==> src/svd_pkg.sv <==
// Package with register map, field positions and reset values of the DMA pointer block
package svd_pkg;

  // Register byte offsets
  localparam logic [8:0] SOUND_CURRENT_A_OFS   = 9'h180;
  localparam logic [8:0] SOUND_END_A_OFS       = 9'h184;
  localparam logic [8:0] SOUND_CURRENT_B_OFS   = 9'h188;
  localparam logic [8:0] SOUND_END_B_OFS       = 9'h18c;
  localparam logic [8:0] SOUND_CTRL_OFS        = 9'h190;
  localparam logic [8:0] SOUND_STATE_OFS       = 9'h194;
  localparam logic [8:0] CURSOR_CURRENT_OFS    = 9'h1c0;
  localparam logic [8:0] CURSOR_INIT_OFS       = 9'h1c4;
  localparam logic [8:0] LOWER_CURRENT_OFS     = 9'h1c8;
  localparam logic [8:0] UPPER_CURRENT_OFS     = 9'h1d0;
  localparam logic [8:0] FRAME_END_OFS         = 9'h1d4;
  localparam logic [8:0] FRAME_START_OFS       = 9'h1d8;
  localparam logic [8:0] UPPER_INIT_OFS        = 9'h1dc;
  localparam logic [8:0] VIDEO_CTRL_OFS        = 9'h1e0;
  localparam logic [8:0] LOWER_INIT_OFS        = 9'h1e8;
  localparam logic [8:0] IRQ_STATE_OFS         = 9'h1f0;
  localparam logic [8:0] IRQ_REQ_OFS           = 9'h1f4;
  localparam logic [8:0] IRQ_MASK_OFS          = 9'h1f8;

  // Field positions
  localparam int PTR_HI        = 28;
  localparam int PTR_LO        = 4;
  localparam int PTR_W         = 25;
  localparam int VEND_HI       = 23;
  localparam int VEND_W        = 20;
  localparam int OFS_HI        = 11;
  localparam int OFS_W         = 8;
  localparam int END_STOP_BIT  = 31;
  localparam int END_LAST_BIT  = 30;
  localparam int CTRL_CLR_BIT  = 7;
  localparam int CTRL_DUAL_BIT = 7;
  localparam int CTRL_EN_BIT   = 5;
  localparam int IRQ_BIT       = 4;

  // Sound state bit positions: overrun, interrupt request, buffer B active
  localparam int ST_OVR = 2;
  localparam int ST_IRQ = 1;
  localparam int ST_BUF = 0;

  // Values after reset and fixed read values
  localparam logic [2:0] SOUND_STATE_RST  = 3'h6;
  localparam logic [4:0] CTRL_LOW_READ    = 5'h10;
  localparam logic [PTR_W-1:0] PTR_ONE    = 25'h0000001;

endpackage

==> src/svd_dma_regs.sv <==
// DMA pointer and control registers for sound, video and cursor channels
//
// Implementation choice: register access over Wishbone.
`timescale 1ns/1ps
module svd_dma_regs
  import svd_pkg::*;
(
  input  wire logic                      clock_i,
  input  wire logic                      rst_b_i,
  // Wishbone classic slave
  input  wire logic                      wb_cyc_i,
  input  wire logic                      wb_stb_i,
  input  wire logic                      wb_we_i,
  input  wire logic [8:0]                wb_adr_i,
  input  wire logic [3:0]                wb_sel_i,
  input  wire logic [31:0]               wb_dat_i,
  output logic [31:0]                    wb_dat_o,
  output logic                           wb_ack_o,
  // DMA engine side
  input  wire logic                      sound_fetch_done_i,
  input  wire logic                      cursor_fetch_done_i,
  input  wire logic                      upper_fetch_done_i,
  input  wire logic                      lower_fetch_done_i,
  input  wire logic                      flyback_i,
  output logic [31:0]                    sound_fetch_addr_o,
  output logic                           sound_active_o,
  output logic                           sound_switch_o,
  output logic [31:0]                    cursor_fetch_addr_o,
  output logic [31:0]                    upper_fetch_addr_o,
  output logic [31:0]                    lower_fetch_addr_o,
  output logic                           video_active_o,
  output logic                           dual_panel_o,
  output logic                           cpu_irq_request_n_o
);
  import svd_pkg::*;

  // Byte-lane merge of a write into a stored word
  function automatic logic [31:0] wmerge(input logic [31:0] old_v,
                                         input logic [31:0] new_v,
                                         input logic [3:0]  sel);
    logic [31:0] r;
    r = old_v;
    for (int i = 0; i < 4; i++)
    begin
      if (sel[i])
        r[i*8 +: 8] = new_v[i*8 +: 8];
    end
    return r;
  endfunction

  // Pointer field as a read word, bits 3 to 0 and above 28 zero
  function automatic logic [31:0] ptr_word(input logic [PTR_W-1:0] p);
    return {3'h0, p, 4'h0};
  endfunction

  logic [PTR_W-1:0]  sound_current_a_r, sound_current_b_r;
  logic [OFS_W-1:0]  sound_end_ofs_a_r, sound_end_ofs_b_r;
  logic              stop_a_r, stop_b_r, last_a_r, last_b_r;
  logic              sound_en_r, sound_halt_r;
  logic [2:0]        sound_state_r;
  logic [PTR_W-1:0]  cursor_current_r, cursor_init_r;
  logic [PTR_W-1:0]  upper_current_r, lower_current_r;
  logic [PTR_W-1:0]  upper_init_r, lower_init_r, frame_start_r;
  logic [VEND_W-1:0] frame_end_r;
  logic              video_en_r, dual_r, irq_mask_r, switch_r;
  logic              ack_r;
  logic [31:0]       rd_data_r;

  // Bus decode; a write lands on the edge where the master sees ack
  wire        wr_now  = wb_cyc_i & wb_stb_i & wb_we_i & ack_r;
  wire        rd_take = wb_cyc_i & wb_stb_i & ~ack_r;
  wire [31:0] wdata   = wb_dat_i;
  wire        wr_cur_a  = wr_now & (wb_adr_i == SOUND_CURRENT_A_OFS);
  wire        wr_end_a  = wr_now & (wb_adr_i == SOUND_END_A_OFS);
  wire        wr_cur_b  = wr_now & (wb_adr_i == SOUND_CURRENT_B_OFS);
  wire        wr_end_b  = wr_now & (wb_adr_i == SOUND_END_B_OFS);
  wire        wr_sctl   = wr_now & (wb_adr_i == SOUND_CTRL_OFS);
  wire        wr_ccur   = wr_now & (wb_adr_i == CURSOR_CURRENT_OFS);
  wire        wr_cinit  = wr_now & (wb_adr_i == CURSOR_INIT_OFS);
  wire        wr_lcur   = wr_now & (wb_adr_i == LOWER_CURRENT_OFS);
  wire        wr_ucur   = wr_now & (wb_adr_i == UPPER_CURRENT_OFS);
  wire        wr_fend   = wr_now & (wb_adr_i == FRAME_END_OFS);
  wire        wr_fstart = wr_now & (wb_adr_i == FRAME_START_OFS);
  wire        wr_uinit  = wr_now & (wb_adr_i == UPPER_INIT_OFS);
  wire        wr_vctl   = wr_now & (wb_adr_i == VIDEO_CTRL_OFS);
  wire        wr_linit  = wr_now & (wb_adr_i == LOWER_INIT_OFS);
  wire        wr_mask   = wr_now & (wb_adr_i == IRQ_MASK_OFS);

  // Merged write words per register; low nibble dropped on pointers
  wire [31:0] m_cur_a  = wmerge(ptr_word(sound_current_a_r), wdata, wb_sel_i);
  wire [31:0] m_cur_b  = wmerge(ptr_word(sound_current_b_r), wdata, wb_sel_i);
  wire [31:0] m_end_a  = wmerge({stop_a_r, last_a_r, 18'h0, sound_end_ofs_a_r, 4'h0},
                                wdata, wb_sel_i);
  wire [31:0] m_end_b  = wmerge({stop_b_r, last_b_r, 18'h0, sound_end_ofs_b_r, 4'h0},
                                wdata, wb_sel_i);
  wire [31:0] m_ccur   = wmerge(ptr_word(cursor_current_r), wdata, wb_sel_i);
  wire [31:0] m_cinit  = wmerge(ptr_word(cursor_init_r), wdata, wb_sel_i);
  wire [31:0] m_lcur   = wmerge(ptr_word(lower_current_r), wdata, wb_sel_i);
  wire [31:0] m_ucur   = wmerge(ptr_word(upper_current_r), wdata, wb_sel_i);
  wire [31:0] m_uinit  = wmerge(ptr_word(upper_init_r), wdata, wb_sel_i);
  wire [31:0] m_linit  = wmerge(ptr_word(lower_init_r), wdata, wb_sel_i);
  wire [31:0] m_fstart = wmerge(ptr_word(frame_start_r), wdata, wb_sel_i);
  wire [31:0] m_fend   = wmerge({8'h0, frame_end_r, 4'h0}, wdata, wb_sel_i);
  wire [31:0] m_sctl   = wmerge({24'h0, 2'h0, sound_en_r, 5'h0}, wdata, wb_sel_i);
  wire [31:0] m_vctl   = wmerge({24'h0, dual_r, 1'b0, video_en_r, 5'h0}, wdata,
                                wb_sel_i);
  wire [31:0] m_mask   = wmerge({27'h0, irq_mask_r, 4'h0}, wdata, wb_sel_i);

  // Sound channel: active pair selected by the buffer state bit
  wire              buf_b     = sound_state_r[ST_BUF];
  wire [PTR_W-1:0]  act_ptr   = buf_b ? sound_current_b_r : sound_current_a_r;
  wire [OFS_W-1:0]  act_end   = buf_b ? sound_end_ofs_b_r : sound_end_ofs_a_r;
  wire              act_stop  = buf_b ? stop_b_r : stop_a_r;
  wire              act_last  = buf_b ? last_b_r : last_a_r;
  wire              sound_go  = sound_en_r & ~sound_halt_r;
  wire              s_access  = sound_go & sound_fetch_done_i;
  // End compare on in-page offset only; last bit marks a single transfer
  wire              at_end    = (act_ptr[OFS_W-1:0] == act_end) | act_last;
  wire              s_wrap    = s_access & at_end & ~act_stop;
  wire              s_stop    = s_access & at_end & act_stop;
  wire [PTR_W-1:0]  act_inc   = act_ptr + PTR_ONE;
  wire              clr_force = wr_sctl & wb_sel_i[0] & wdata[CTRL_CLR_BIT];
  // Refill of either end register acknowledges the buffer interrupt
  wire              irq_ack   = wr_end_a | wr_end_b;
  wire              irq_pend  = sound_state_r[ST_IRQ];
  wire              irq_req   = irq_pend & irq_mask_r;

  // Video and cursor: fetches only count while enabled
  wire              vid_go    = video_en_r;
  wire              c_access  = vid_go & cursor_fetch_done_i;
  wire              u_access  = vid_go & upper_fetch_done_i;
  wire              l_access  = vid_go & dual_r & lower_fetch_done_i;
  wire              u_at_end  = upper_current_r[VEND_W-1:0] == frame_end_r;
  wire              l_at_end  = lower_current_r[VEND_W-1:0] == frame_end_r;
  wire              fly_load  = vid_go & flyback_i;

  // Wishbone ack: one cycle after the strobe, then dropped
  always_ff @(posedge clock_i)
  begin
    if (!rst_b_i)
      ack_r <= 1'b0;
    else
      ack_r <= wb_cyc_i & wb_stb_i & ~ack_r;
  end

  // Read mux; unmapped offsets read as zero
  logic [31:0] rd_mux;
  always_comb
  begin
    rd_mux = 32'h0;
    case (wb_adr_i)
      SOUND_CURRENT_A_OFS: rd_mux = ptr_word(sound_current_a_r);
      SOUND_CURRENT_B_OFS: rd_mux = ptr_word(sound_current_b_r);
      SOUND_END_A_OFS:     rd_mux = {stop_a_r, last_a_r, 18'h0, sound_end_ofs_a_r,
                                     4'h0};
      SOUND_END_B_OFS:     rd_mux = {stop_b_r, last_b_r, 18'h0, sound_end_ofs_b_r,
                                     4'h0};
      SOUND_CTRL_OFS:      rd_mux = {24'h0, 2'h0, sound_en_r, CTRL_LOW_READ};
      SOUND_STATE_OFS:     rd_mux = {29'h0, sound_state_r};
      CURSOR_CURRENT_OFS:  rd_mux = ptr_word(cursor_current_r);
      CURSOR_INIT_OFS:     rd_mux = ptr_word(cursor_init_r);
      LOWER_CURRENT_OFS:   rd_mux = ptr_word(lower_current_r);
      UPPER_CURRENT_OFS:   rd_mux = ptr_word(upper_current_r);
      FRAME_END_OFS:       rd_mux = {8'h0, frame_end_r, 4'h0};
      FRAME_START_OFS:     rd_mux = ptr_word(frame_start_r);
      UPPER_INIT_OFS:      rd_mux = ptr_word(upper_init_r);
      LOWER_INIT_OFS:      rd_mux = ptr_word(lower_init_r);
      VIDEO_CTRL_OFS:      rd_mux = {24'h0, dual_r, 1'b1, video_en_r, CTRL_LOW_READ};
      IRQ_STATE_OFS:       rd_mux = {27'h0, irq_pend, 4'h0};
      IRQ_REQ_OFS:         rd_mux = {27'h0, irq_req, 4'h0};
      IRQ_MASK_OFS:        rd_mux = {27'h0, irq_mask_r, 4'h0};
      default:             rd_mux = 32'h0;
    endcase
  end

  // Read data captured as ack rises
  always_ff @(posedge clock_i)
  begin
    if (!rst_b_i)
      rd_data_r <= 32'h0;
    else if (rd_take)
      rd_data_r <= rd_mux;
  end

  // Sound pair A; DMA keeps advancing A only while A is active
  always_ff @(posedge clock_i)
  begin
    if (!rst_b_i)
    begin
      sound_current_a_r <= '0;
      sound_end_ofs_a_r <= '0;
      stop_a_r          <= 1'b0;
      last_a_r          <= 1'b0;
    end
    else
    begin
      if (s_access && !buf_b)
        sound_current_a_r <= act_inc;
      else if (wr_cur_a)
        sound_current_a_r <= m_cur_a[PTR_HI:PTR_LO];
      if (wr_end_a)
      begin
        stop_a_r          <= m_end_a[END_STOP_BIT];
        last_a_r          <= m_end_a[END_LAST_BIT];
        sound_end_ofs_a_r <= m_end_a[OFS_HI:PTR_LO];
      end
    end
  end

  // Sound pair B, same as A
  always_ff @(posedge clock_i)
  begin
    if (!rst_b_i)
    begin
      sound_current_b_r <= '0;
      sound_end_ofs_b_r <= '0;
      stop_b_r          <= 1'b0;
      last_b_r          <= 1'b0;
    end
    else
    begin
      if (s_access && buf_b)
        sound_current_b_r <= act_inc;
      else if (wr_cur_b)
        sound_current_b_r <= m_cur_b[PTR_HI:PTR_LO];
      if (wr_end_b)
      begin
        stop_b_r          <= m_end_b[END_STOP_BIT];
        last_b_r          <= m_end_b[END_LAST_BIT];
        sound_end_ofs_b_r <= m_end_b[OFS_HI:PTR_LO];
      end
    end
  end

  // Sound state: a hardware set wins over a software acknowledge
  always_ff @(posedge clock_i)
  begin
    if (!rst_b_i)
    begin
      sound_state_r <= SOUND_STATE_RST;
      sound_en_r    <= 1'b0;
      sound_halt_r  <= 1'b0;
      switch_r      <= 1'b0;
    end
    else
    begin
      switch_r <= s_wrap;
      if (wr_sctl && wb_sel_i[0])
        sound_en_r <= m_sctl[CTRL_EN_BIT];
      // Stop at end wins over a control write in the same cycle
      if (s_stop)
        sound_halt_r <= 1'b1;
      else if (wr_sctl && wb_sel_i[0])
        sound_halt_r <= 1'b0;
      if (clr_force)
      begin
        sound_state_r[ST_OVR] <= 1'b1;
        sound_state_r[ST_IRQ] <= 1'b1;
        // A wrap in the same cycle must still swap pairs, or the active pair runs past its end
        if (s_wrap)
          sound_state_r[ST_BUF] <= ~buf_b;
      end
      else if (s_wrap)
      begin
        // A second wrap before software refilled is an overrun
        sound_state_r[ST_OVR] <= sound_state_r[ST_OVR] | irq_pend;
        sound_state_r[ST_IRQ] <= 1'b1;
        sound_state_r[ST_BUF] <= ~buf_b;
      end
      else if (irq_ack)
      begin
        sound_state_r[ST_OVR] <= 1'b0;
        sound_state_r[ST_IRQ] <= 1'b0;
      end
    end
  end

  // Cursor pointers; flyback reload takes priority over a fetch
  always_ff @(posedge clock_i)
  begin
    if (!rst_b_i)
    begin
      cursor_current_r <= '0;
      cursor_init_r    <= '0;
    end
    else
    begin
      if (fly_load)
        cursor_current_r <= cursor_init_r;
      else if (c_access)
        cursor_current_r <= cursor_current_r + PTR_ONE;
      else if (wr_ccur)
        cursor_current_r <= m_ccur[PTR_HI:PTR_LO];
      if (wr_cinit)
        cursor_init_r <= m_cinit[PTR_HI:PTR_LO];
    end
  end

  // Video pointers; past the frame end the fetch wraps to the start
  always_ff @(posedge clock_i)
  begin
    if (!rst_b_i)
    begin
      upper_current_r <= '0;
      lower_current_r <= '0;
    end
    else
    begin
      if (fly_load)
        upper_current_r <= upper_init_r;
      else if (u_access)
        upper_current_r <= u_at_end ? frame_start_r : upper_current_r + PTR_ONE;
      else if (wr_ucur)
        upper_current_r <= m_ucur[PTR_HI:PTR_LO];
      if (fly_load && dual_r)
        lower_current_r <= lower_init_r;
      else if (l_access)
        lower_current_r <= l_at_end ? frame_start_r : lower_current_r + PTR_ONE;
      else if (wr_lcur)
        lower_current_r <= m_lcur[PTR_HI:PTR_LO];
    end
  end

  // Video setup registers and interrupt mask
  always_ff @(posedge clock_i)
  begin
    if (!rst_b_i)
    begin
      upper_init_r  <= '0;
      lower_init_r  <= '0;
      frame_start_r <= '0;
      frame_end_r   <= '0;
      video_en_r    <= 1'b0;
      dual_r        <= 1'b0;
      irq_mask_r    <= 1'b0;
    end
    else
    begin
      if (wr_uinit)
        upper_init_r <= m_uinit[PTR_HI:PTR_LO];
      if (wr_linit)
        lower_init_r <= m_linit[PTR_HI:PTR_LO];
      if (wr_fstart)
        frame_start_r <= m_fstart[PTR_HI:PTR_LO];
      if (wr_fend)
        frame_end_r <= m_fend[VEND_HI:PTR_LO];
      if (wr_vctl)
      begin
        video_en_r <= m_vctl[CTRL_EN_BIT];
        dual_r     <= m_vctl[CTRL_DUAL_BIT];
      end
      if (wr_mask)
        irq_mask_r <= m_mask[IRQ_BIT];
    end
  end

  // Outputs
  assign wb_ack_o            = ack_r;
  assign wb_dat_o            = rd_data_r;
  assign sound_fetch_addr_o  = ptr_word(act_ptr);
  assign sound_active_o      = sound_go;
  assign sound_switch_o      = switch_r;
  assign cursor_fetch_addr_o = ptr_word(cursor_current_r);
  assign upper_fetch_addr_o  = ptr_word(upper_current_r);
  assign lower_fetch_addr_o  = ptr_word(lower_current_r);
  assign video_active_o      = video_en_r;
  assign dual_panel_o        = dual_r;
  assign cpu_irq_request_n_o = ~irq_req;

  // Checks on the block's own behaviour
  sound_advance_a: assert property (@(posedge clock_i) disable iff (!rst_b_i)
    s_access && !s_wrap && !clr_force |=>
      sound_fetch_addr_o == ($past(sound_fetch_addr_o) + 32'h10))
    else $error("sound pointer did not advance by a quad word");
  sound_nibble_a: assert property (@(posedge clock_i) disable iff (!rst_b_i)
    sound_fetch_addr_o[3:0] == 4'h0 && upper_fetch_addr_o[3:0] == 4'h0)
    else $error("pointer low nibble not zero");
  stop_halt_a: assert property (@(posedge clock_i) disable iff (!rst_b_i)
    s_stop |=> !sound_active_o ##1 (!sound_active_o || $past(wr_sctl)))
    else $error("channel kept running after stop at end");
  buffer_switch_a: assert property (@(posedge clock_i) disable iff (!rst_b_i)
    s_wrap |=> sound_switch_o && (sound_state_r[ST_BUF] != $past(buf_b)))
    else $error("buffer pair not switched at end");
  clear_force_a: assert property (@(posedge clock_i) disable iff (!rst_b_i)
    clr_force |=> sound_state_r[ST_OVR] && sound_state_r[ST_IRQ])
    else $error("clear did not force overrun state");
  ctrl_read_a: assert property (@(posedge clock_i) disable iff (!rst_b_i)
    rd_take && wb_adr_i == SOUND_CTRL_OFS |=> wb_ack_o && wb_dat_o[4:0] == 5'h10
      && wb_dat_o[7:6] == 2'h0)
    else $error("sound control fixed bits wrong");
  flyback_load_a: assert property (@(posedge clock_i) disable iff (!rst_b_i)
    fly_load |=> cursor_current_r == $past(cursor_init_r))
    else $error("cursor not reloaded at flyback");
  irq_line_a: assert property (@(posedge clock_i) disable iff (!rst_b_i)
    cpu_irq_request_n_o == !(sound_state_r[ST_IRQ] && irq_mask_r))
    else $error("interrupt line does not follow masked status");
  video_gate_a: assert property (@(posedge clock_i) disable iff (!rst_b_i)
    !video_en_r && !flyback_i && !wr_ucur |=> $stable(upper_current_r))
    else $error("upper pointer moved while video disabled");
  ack_once_a: assert property (@(posedge clock_i) disable iff (!rst_b_i)
    wb_ack_o |=> !wb_ack_o)
    else $error("ack held for more than one cycle");

endmodule // svd_dma_regs

==> config.mk <==
export PLATFORM = sky130hd
export DESIGN_NAME = svd_dma_regs
export DESIGN_NICKNAME = d
export VERILOG_FILES = /design/src/svd_pkg.sv /design/src/svd_dma_regs.sv
export SDC_FILE = /design/constraint.sdc
export NUM_CORES = 1
export LEC_CHECK = 0
export BUFFER_PORTS_ARGS = -buffer_cell sky130_fd_sc_hd__buf_2
export CORE_ASPECT_RATIO = 2
export CORE_MARGIN = 2
export CORE_UTILIZATION = 50
export DETAILED_ROUTE_END_ITERATION = 7
export HOLD_SLACK_MARGIN = 0.06
export PLACE_DENSITY_LB_ADDON = 0.25
export SLEW_MARGIN = 40
export SYNTH_ARGS = -nofsm -noshare
export SYNTH_HDL_FRONTEND = slang
export SYNTH_SLANG_ARGS = --single-unit
==> constraint.sdc <==
create_clock -name clock_i -period 9.41 [get_ports clock_i]
set_input_delay 1.4115 -clock clock_i [delete_from_list [all_inputs] [get_ports clock_i]]
set_output_delay 1.4115 -clock clock_i [all_outputs]
set_load 0.02 [all_outputs]
Yosys cells after proc, flatten, opt, wreduce, memory -nomap -nowiden. Index checks and enable logic that the tools add are counted.

Register bits after elaboration: 307. Bits in latches: 0. Bits in writable memories: 0. Bits in read-only memories: 0. Input bits: 55. Output and inout bits: 166. Logic and storage cells: 235. Memories: 0.

$add $sub $neg: 4. $mul: 0. Div/mod/pow operators: 0. $lt $le $gt $ge: 0. Equality and inequality tests: 21. Shifts and indexed selects: 0. Multiplexer cells: 29. Bitwise operators: 41. Reductions and logical operators: 82.

Operator list (number): $pmux 32 s18 (1); $mux 25 (16); $eq 9x9->1 const B (18); $add 25x1->25 const B (4); $reduce_and 2->1 (48); $reduce_bool 3->1 (15); $eq 20x20->1 (2); $and 1x1->1 (32); $mux 8 (4); $reduce_bool 2->1 (12); $eq 8x8->1 (1); $not 1->1 (6); $mux 1 (5); $mux 5 (1); $logic_and 1x1->1 (4); $mux 2 (2); $or 1x1->1 (3); $reduce_or 3->1 (1); $reduce_or 2->1 (1); $logic_not 1->1 (1).

Longest topological paths before layout.
Depth in word-level cells: 7. Mapped depth: 14. Mapped depth without buffers: 8.

Worst setup path before layout. No wires, ideal clock.

Kind: register to register. Start point: register sound_state_r[0]. End point: register sound_current_b_r[20]. Setup time: 122 ps. Data arrival time: 3133 ps. Data required time: 9288 ps. Path slack: 6155 ps. Stages on the path, launching flop included: 15. Path buffers: 6. Clock period less this slack: 3255 ps. Cells stage by stage: dfxtp_1 -> buf_4 -> buf_2 -> buf_2 -> buf_2 -> buf_2 -> mux2_2 -> ha_1 -> nand4_1 -> nor3_1 -> o2111ai_1 -> nand2b_1 -> clkbuf_1 -> o22ai_1 -> a221o_1.

Word-level cells in the longest chain between the ends: 3. Elaborated cells between the ends (all ways): 7. Classes of those cells: add/sub: 1; mux: 2; reduce/logical: 4.

RTL lines: start: declaration (line svd_dma_regs.sv:60) `logic [2:0] sound_state_r;`; start signal: indexed assignment (line svd_dma_regs.sv:261) `sound_state_r[ST_BUF] <= ~buf_b;`; start signal: indexed assignment (line svd_dma_regs.sv:266) `sound_state_r[ST_OVR] <= sound_state_r[ST_OVR] | irq_pend;`; start signal: indexed assignment (line svd_dma_regs.sv:268) `sound_state_r[ST_BUF] <= ~buf_b;`; $mux 25 (line svd_dma_regs.sv:111) `wire [PTR_W-1:0] act_ptr = buf_b ? sound_current_b_r : sound_current_a_r;`; named net sound_fetch_addr_o[4] (line svd_dma_regs.sv:25) `output logic [31:0] sound_fetch_addr_o,`; $add 25x1->25 (line svd_dma_regs.sv:121) `wire [PTR_W-1:0] act_inc = act_ptr + PTR_ONE;`; $mux 25 (line svd_dma_regs.sv:222) `if (s_access && buf_b)`; end signal: assignment (line svd_dma_regs.sv:223) `sound_current_b_r <= act_inc;`; end signal: assignment (line svd_dma_regs.sv:225) `sound_current_b_r <= m_cur_b[PTR_HI:PTR_LO];`; end: declaration (line svd_dma_regs.sv:56) `logic [PTR_W-1:0] sound_current_a_r, sound_current_b_r;`.

The timed path passes the listed nets, and every way through them passes these cells. A chain may end at the register's enable or synchronous reset.

Final worst setup path.
Start point: register sound_state_r[0]. End point: output port sound_fetch_addr_o[8].

Word-level cells in the longest chain between the ends: 1.

RTL lines (line): $mux 25 (svd_dma_regs.sv:111); end: declaration (svd_dma_regs.sv:25).

Every way passes these cells.

==> impl_metrics.xml <==
<?xml version="1.0" encoding="UTF-8"?>
<metrics>
  <group name="synth">
    <metric name="yosys.cell_types.count" unit="">97</metric>
    <metric name="dominant_combinational_cell_family_by_area_after_synthesis" unit="">compound AO/OA/AOI/OAI gates</metric>
    <metric name="synth_async_reset_ratio" unit="">0</metric>
    <metric name="synth.top_cell.area_share" unit="">0.318</metric>
    <metric name="synth_fa_ha_area_frac" unit="">0.00261</metric>
    <metric name="synth_compound_gate_area_share" unit="">0.275</metric>
    <metric name="synth-warning-count" unit="">0</metric>
    <metric name="synth_sequential_area_ratio" unit="">0.318</metric>
    <metric name="top_cells_by_area_in_the_synthesized_netlist" unit="">dfxtp_1 (32%), o21ai_0 (6.4%), mux2i_1 (5.8%)</metric>
    <metric name="synthXorXnorAreaFrac" unit="">0.0557</metric>
    <metric name="synth.largest_area_cell" unit="">dfxtp_1</metric>
    <metric name="synth_area_per_cell" unit="sq um">7.81</metric>
    <metric name="syn-cell-area" unit="sq mm">0.0192</metric>
    <metric name="muxShareOfSynthArea" unit="">0.0943</metric>
    <metric name="dominantRegCellSynth" unit="">dfxtp_1</metric>
    <metric name="post_synth_inst_count" unit="">2455</metric>
    <metric name="synthSimpleGateAreaFrac" unit="">0.189</metric>
    <metric name="synth.ff_latch_count" unit="">305</metric>
    <metric name="synth-edff-count" unit="">0</metric>
  </group>
  <group name="detailed_routing">
    <metric name="finalWirelength" unit="microns">78700</metric>
    <metric name="detailedRoute.firstIterationViolations" unit="">2364</metric>
    <metric name="drc" unit="">0</metric>
    <metric name="detail_route.wl_per_cell" unit="microns">26.3</metric>
    <metric name="first_pass_iteration_count_of_the_detailed_router" unit="">6</metric>
    <metric name="drt.antenna.violating_nets" unit="">0</metric>
    <metric name="avgViaCountPerCell" unit="">6.80</metric>
    <metric name="num_vias" unit="">20300</metric>
  </group>
  <group name="sta">
    <metric name="period_minus_slack" unit="ns">4.10</metric>
    <metric name="final_max_slew_viol_count" unit="">0</metric>
    <metric name="fin_setup_tns" unit="ns">0</metric>
    <metric name="rsz0062_at_grt" unit="">false</metric>
    <metric name="timing_hold_violations_final" unit="">0</metric>
    <metric name="achievable-frequency" unit="MHz">244</metric>
    <metric name="fin_clk_skew" unit="ns">0.0146</metric>
    <metric name="number_of_setup_violations_in_the_final_report" unit="">0</metric>
    <metric name="post-route-period-util" unit="">0.436</metric>
    <metric name="slew_headroom" unit="">0.383</metric>
    <metric name="worst_pin_slew" unit="ns">0.925</metric>
  </group>
  <group name="power">
    <metric name="vdd_drop_max" unit="mV">0.149</metric>
    <metric name="power_total" unit="mW">2.78</metric>
    <metric name="power.density" unit="mW/mm^2">132</metric>
    <metric name="leak_pwr" unit="nW">7.87</metric>
  </group>
  <group name="floorplanning">
    <metric name="core_rows" unit="">101</metric>
    <metric name="die_height" unit="microns">281</metric>
    <metric name="ioPinCount" unit="">221</metric>
    <metric name="floorplan.initialDensity" unit="">0.506</metric>
    <metric name="die_area" unit="sq mm">0.0400</metric>
    <metric name="core-area" unit="sq mm">0.0379</metric>
    <metric name="die-width" unit="microns">142</metric>
  </group>
  <group name="job">
    <metric name="max_cap_viol_count" unit="">0</metric>
  </group>
  <group name="placed_design">
    <metric name="gpl.final_weighted_congestion" unit="">1.04</metric>
    <metric name="place.detailed.hpwl" unit="microns">58800</metric>
    <metric name="count_of_input_and_output_buffers" unit="">185</metric>
  </group>
  <group name="layout">
    <metric name="postLayoutCoreUtil" unit="">0.558</metric>
    <metric name="drive_gt1_frac" unit="">0.157</metric>
    <metric name="layout_commonest_cell" unit="">dfxtp_1</metric>
    <metric name="layout-area-overhead-vs-synth" unit="%">10.2</metric>
    <metric name="multi_input_area" unit="sq mm">0.0120</metric>
    <metric name="seq_area" unit="sq mm">0.00611</metric>
    <metric name="most-common-layout-cells" unit="">dfxtp_1 (304), nand2_1 (271), o21ai_0 (247)</metric>
    <metric name="design.final.nets" unit="">2558</metric>
    <metric name="fillCellCount" unit="">3628</metric>
  </group>
  <group name="setup_path">
    <metric name="critical_path.endpoint" unit="">sound_fetch_addr_o[8]</metric>
    <metric name="critical_path_required" unit="ns">8.00</metric>
    <metric name="critPathLaunchType" unit="">flop</metric>
    <metric name="timing.critical_path.slowest_stage_cell" unit="">mux2i_1</metric>
    <metric name="worst_path_largest_cell_delay" unit="ns">0.62</metric>
    <metric name="critPathCaptureType" unit="">primary output</metric>
    <metric name="buffers_inverters_on_critical_path" unit="">3</metric>
    <metric name="critPathMaxFanout" unit="">58</metric>
    <metric name="worstReg2RegEnd" unit="">upper_current_r[8]</metric>
    <metric name="r2r_slack" unit="ns">5.91</metric>
    <metric name="crit_arrival" unit="ns">2.69</metric>
    <metric name="cp-startpoint" unit="">sound_state_r[0]</metric>
    <metric name="kind_of_cell_adding_the_most_delay_to_the_critical_path" unit="">buffers and inverters</metric>
    <metric name="rr_startpoint" unit="">wb_ack_o</metric>
    <metric name="crit_type" unit="">reg2out</metric>
    <metric name="path_depth" unit="">4</metric>
    <metric name="worstRegToRegCells" unit="">7</metric>
    <metric name="crit_chain" unit="">buf_4 -&gt; mux2i_1 -&gt; inv_1 -&gt; buf_2</metric>
  </group>
  <group name="clock_network">
    <metric name="cts_buffers" unit="">29</metric>
    <metric name="numClockSinks" unit="">305</metric>
    <metric name="tritoncts_clock_tree" unit="">done</metric>
    <metric name="clock_path_buffers" unit="">3</metric>
    <metric name="htree_num_levels" unit="">1</metric>
    <metric name="buffer_count_from_post_cts_setup_fixing" unit="">0</metric>
    <metric name="cts.hold.buffers_added" unit="">0</metric>
    <metric name="cts_root_buffer" unit="">clkbuf_16</metric>
    <metric name="postCtsResizedCells" unit="">0</metric>
    <metric name="worstSkewPairLatency" unit="ns">0.59</metric>
    <metric name="worst_setup_hold_path_clk_slew" unit="ns">0.07</metric>
  </group>
  <group name="hold_path">
    <metric name="hold_path.class" unit="">reg2reg</metric>
  </group>
  <group name="global_routing">
    <metric name="grt_start_max_net_pins" unit="">76</metric>
    <metric name="antenna_found_initial" unit="">5</metric>
    <metric name="grt_pass1_vias" unit="">19400</metric>
    <metric name="globalRouteTotalUtil" unit="">0.381</metric>
    <metric name="grt_remaining_overflow" unit="">0</metric>
    <metric name="grt_first_pass_wirelength" unit="microns">116000</metric>
  </group>
  <group name="outcome">
    <metric name="run_status" unit="">complete, no violations</metric>
  </group>
</metrics>
==> logic make-up after synthesis <==
| group | Yosys count |
|---|---|
| AOI/OAI and AO/OA | 827 |
| xor gates and xnor gates | 122 |
| adders and majority gates | 4 |
| buffers and inverters | 280 |
| DFF | 305 |
| muxes | 166 |
| other | 1 |
| and+or+nand+nor | 750 |
==> cell usage after synthesis, types with 13 or more instances <==
cell type / n
a21oi_1: 214
xor2_1: 66
a22o_1: 24
o211ai_1: 25
a31oi_1: 14
mux2i_1: 111
o21ai_0: 247
inv_1: 34
clkbuf_1: 166
nand4_1: 30
a211oi_1: 43
buf_4: 33
o22ai_1: 20
nor2_1: 192
nor4_1: 13
buf_2: 30
a221oi_1: 33
nor3_1: 37
and2_1: 15
mux2_2: 48
xnor2_1: 56
and3_1: 13
dfxtp_1: 305
a22oi_1: 54
nand2_1: 271
nand3_1: 81
==> where the power goes <==
group | internal, mW | switching (mW) | total (mW) | leakage, nW
registers | 1.29 | 0.000371 | 1.29 | 2.46
logic | 0.0312 | 0.121 | 0.152 | 4.89
clock network | 0.777 | 0.564 | 1.34 | 0.518
total | 2.10 | 0.685 | 2.78 | 7.87
==> registers in the layout, summed over array words and instances, names as in the netlist, 3 cells and up <==
register	count
upper_init_r	25
lower_init_r	25
sound_state_r	3
sound_end_ofs_b_r	8
wb_dat_o	30
sound_end_ofs_a_r	8
cursor_current_r	25
frame_start_r	25
frame_end_r	20
sound_current_b_r	25
lower_current_r	25
cursor_init_r	25
upper_current_r	25
sound_current_a_r	25
==> through the flow <==
step | hold slack (ns) | std cells | area (sq um) | worst slack, ns
finish | 0.449 | 2989 | 21100 | 5.31
global route | 0.472 | 2989 | 21100 | 5.22
CTS | 0.455 | 2984 | 21100 | 5.35
detailed placement | 0.437 | 2931 | 20100 | 4.85
global placement | 0.432 | 2931 | 20000 | 4.69
floorplan | 0.443 | 2484 | 19300 | 6.16
==> layout make-up <==
| type | instances | share of cell area |
|---|---|---|
| Multi-Input combinational cell | 1899 | 0.567 |
| Sequential cell | 305 | 0.289 |
| Timing Repair Buffer | 229 | 0.0597 |
| Clock buffer | 39 | 0.0389 |
| Tap cell | 463 | 0.0274 |
| Clock inverter | 14 | 0.0109 |
| Inverter | 35 | 0.00645 |
| Antenna cell | 5 | 0.000592 |
==> worst min-delay path by stage <==
stage / from / endpoint / slack (ns) / cells past startpoint
5_1_grt: wb_dat_o[13] / wb_dat_o[13] / 0.47 / 1
3_3_place_gp: wb_dat_o[13] / wb_dat_o[13] / 0.43 / 1
4_1_cts: wb_dat_o[7] / wb_dat_o[7] / 0.45 / 2
2_1_floorplan: sound_state_r[2] / wb_dat_o[2] / 0.44 / 1
3_5_place_dp: wb_dat_o[17] / wb_dat_o[17] / 0.44 / 1
6_report: wb_dat_o[19] / wb_dat_o[19] / 0.45 / 1
==> routing by layer <==
metal	wire [microns]	global-route usage
met5	0	0
met4	7930	0.333
met3	6440	0.0492
met2	37400	0.634
met1	26900	0.422
(Power assumes the default switching activity.)
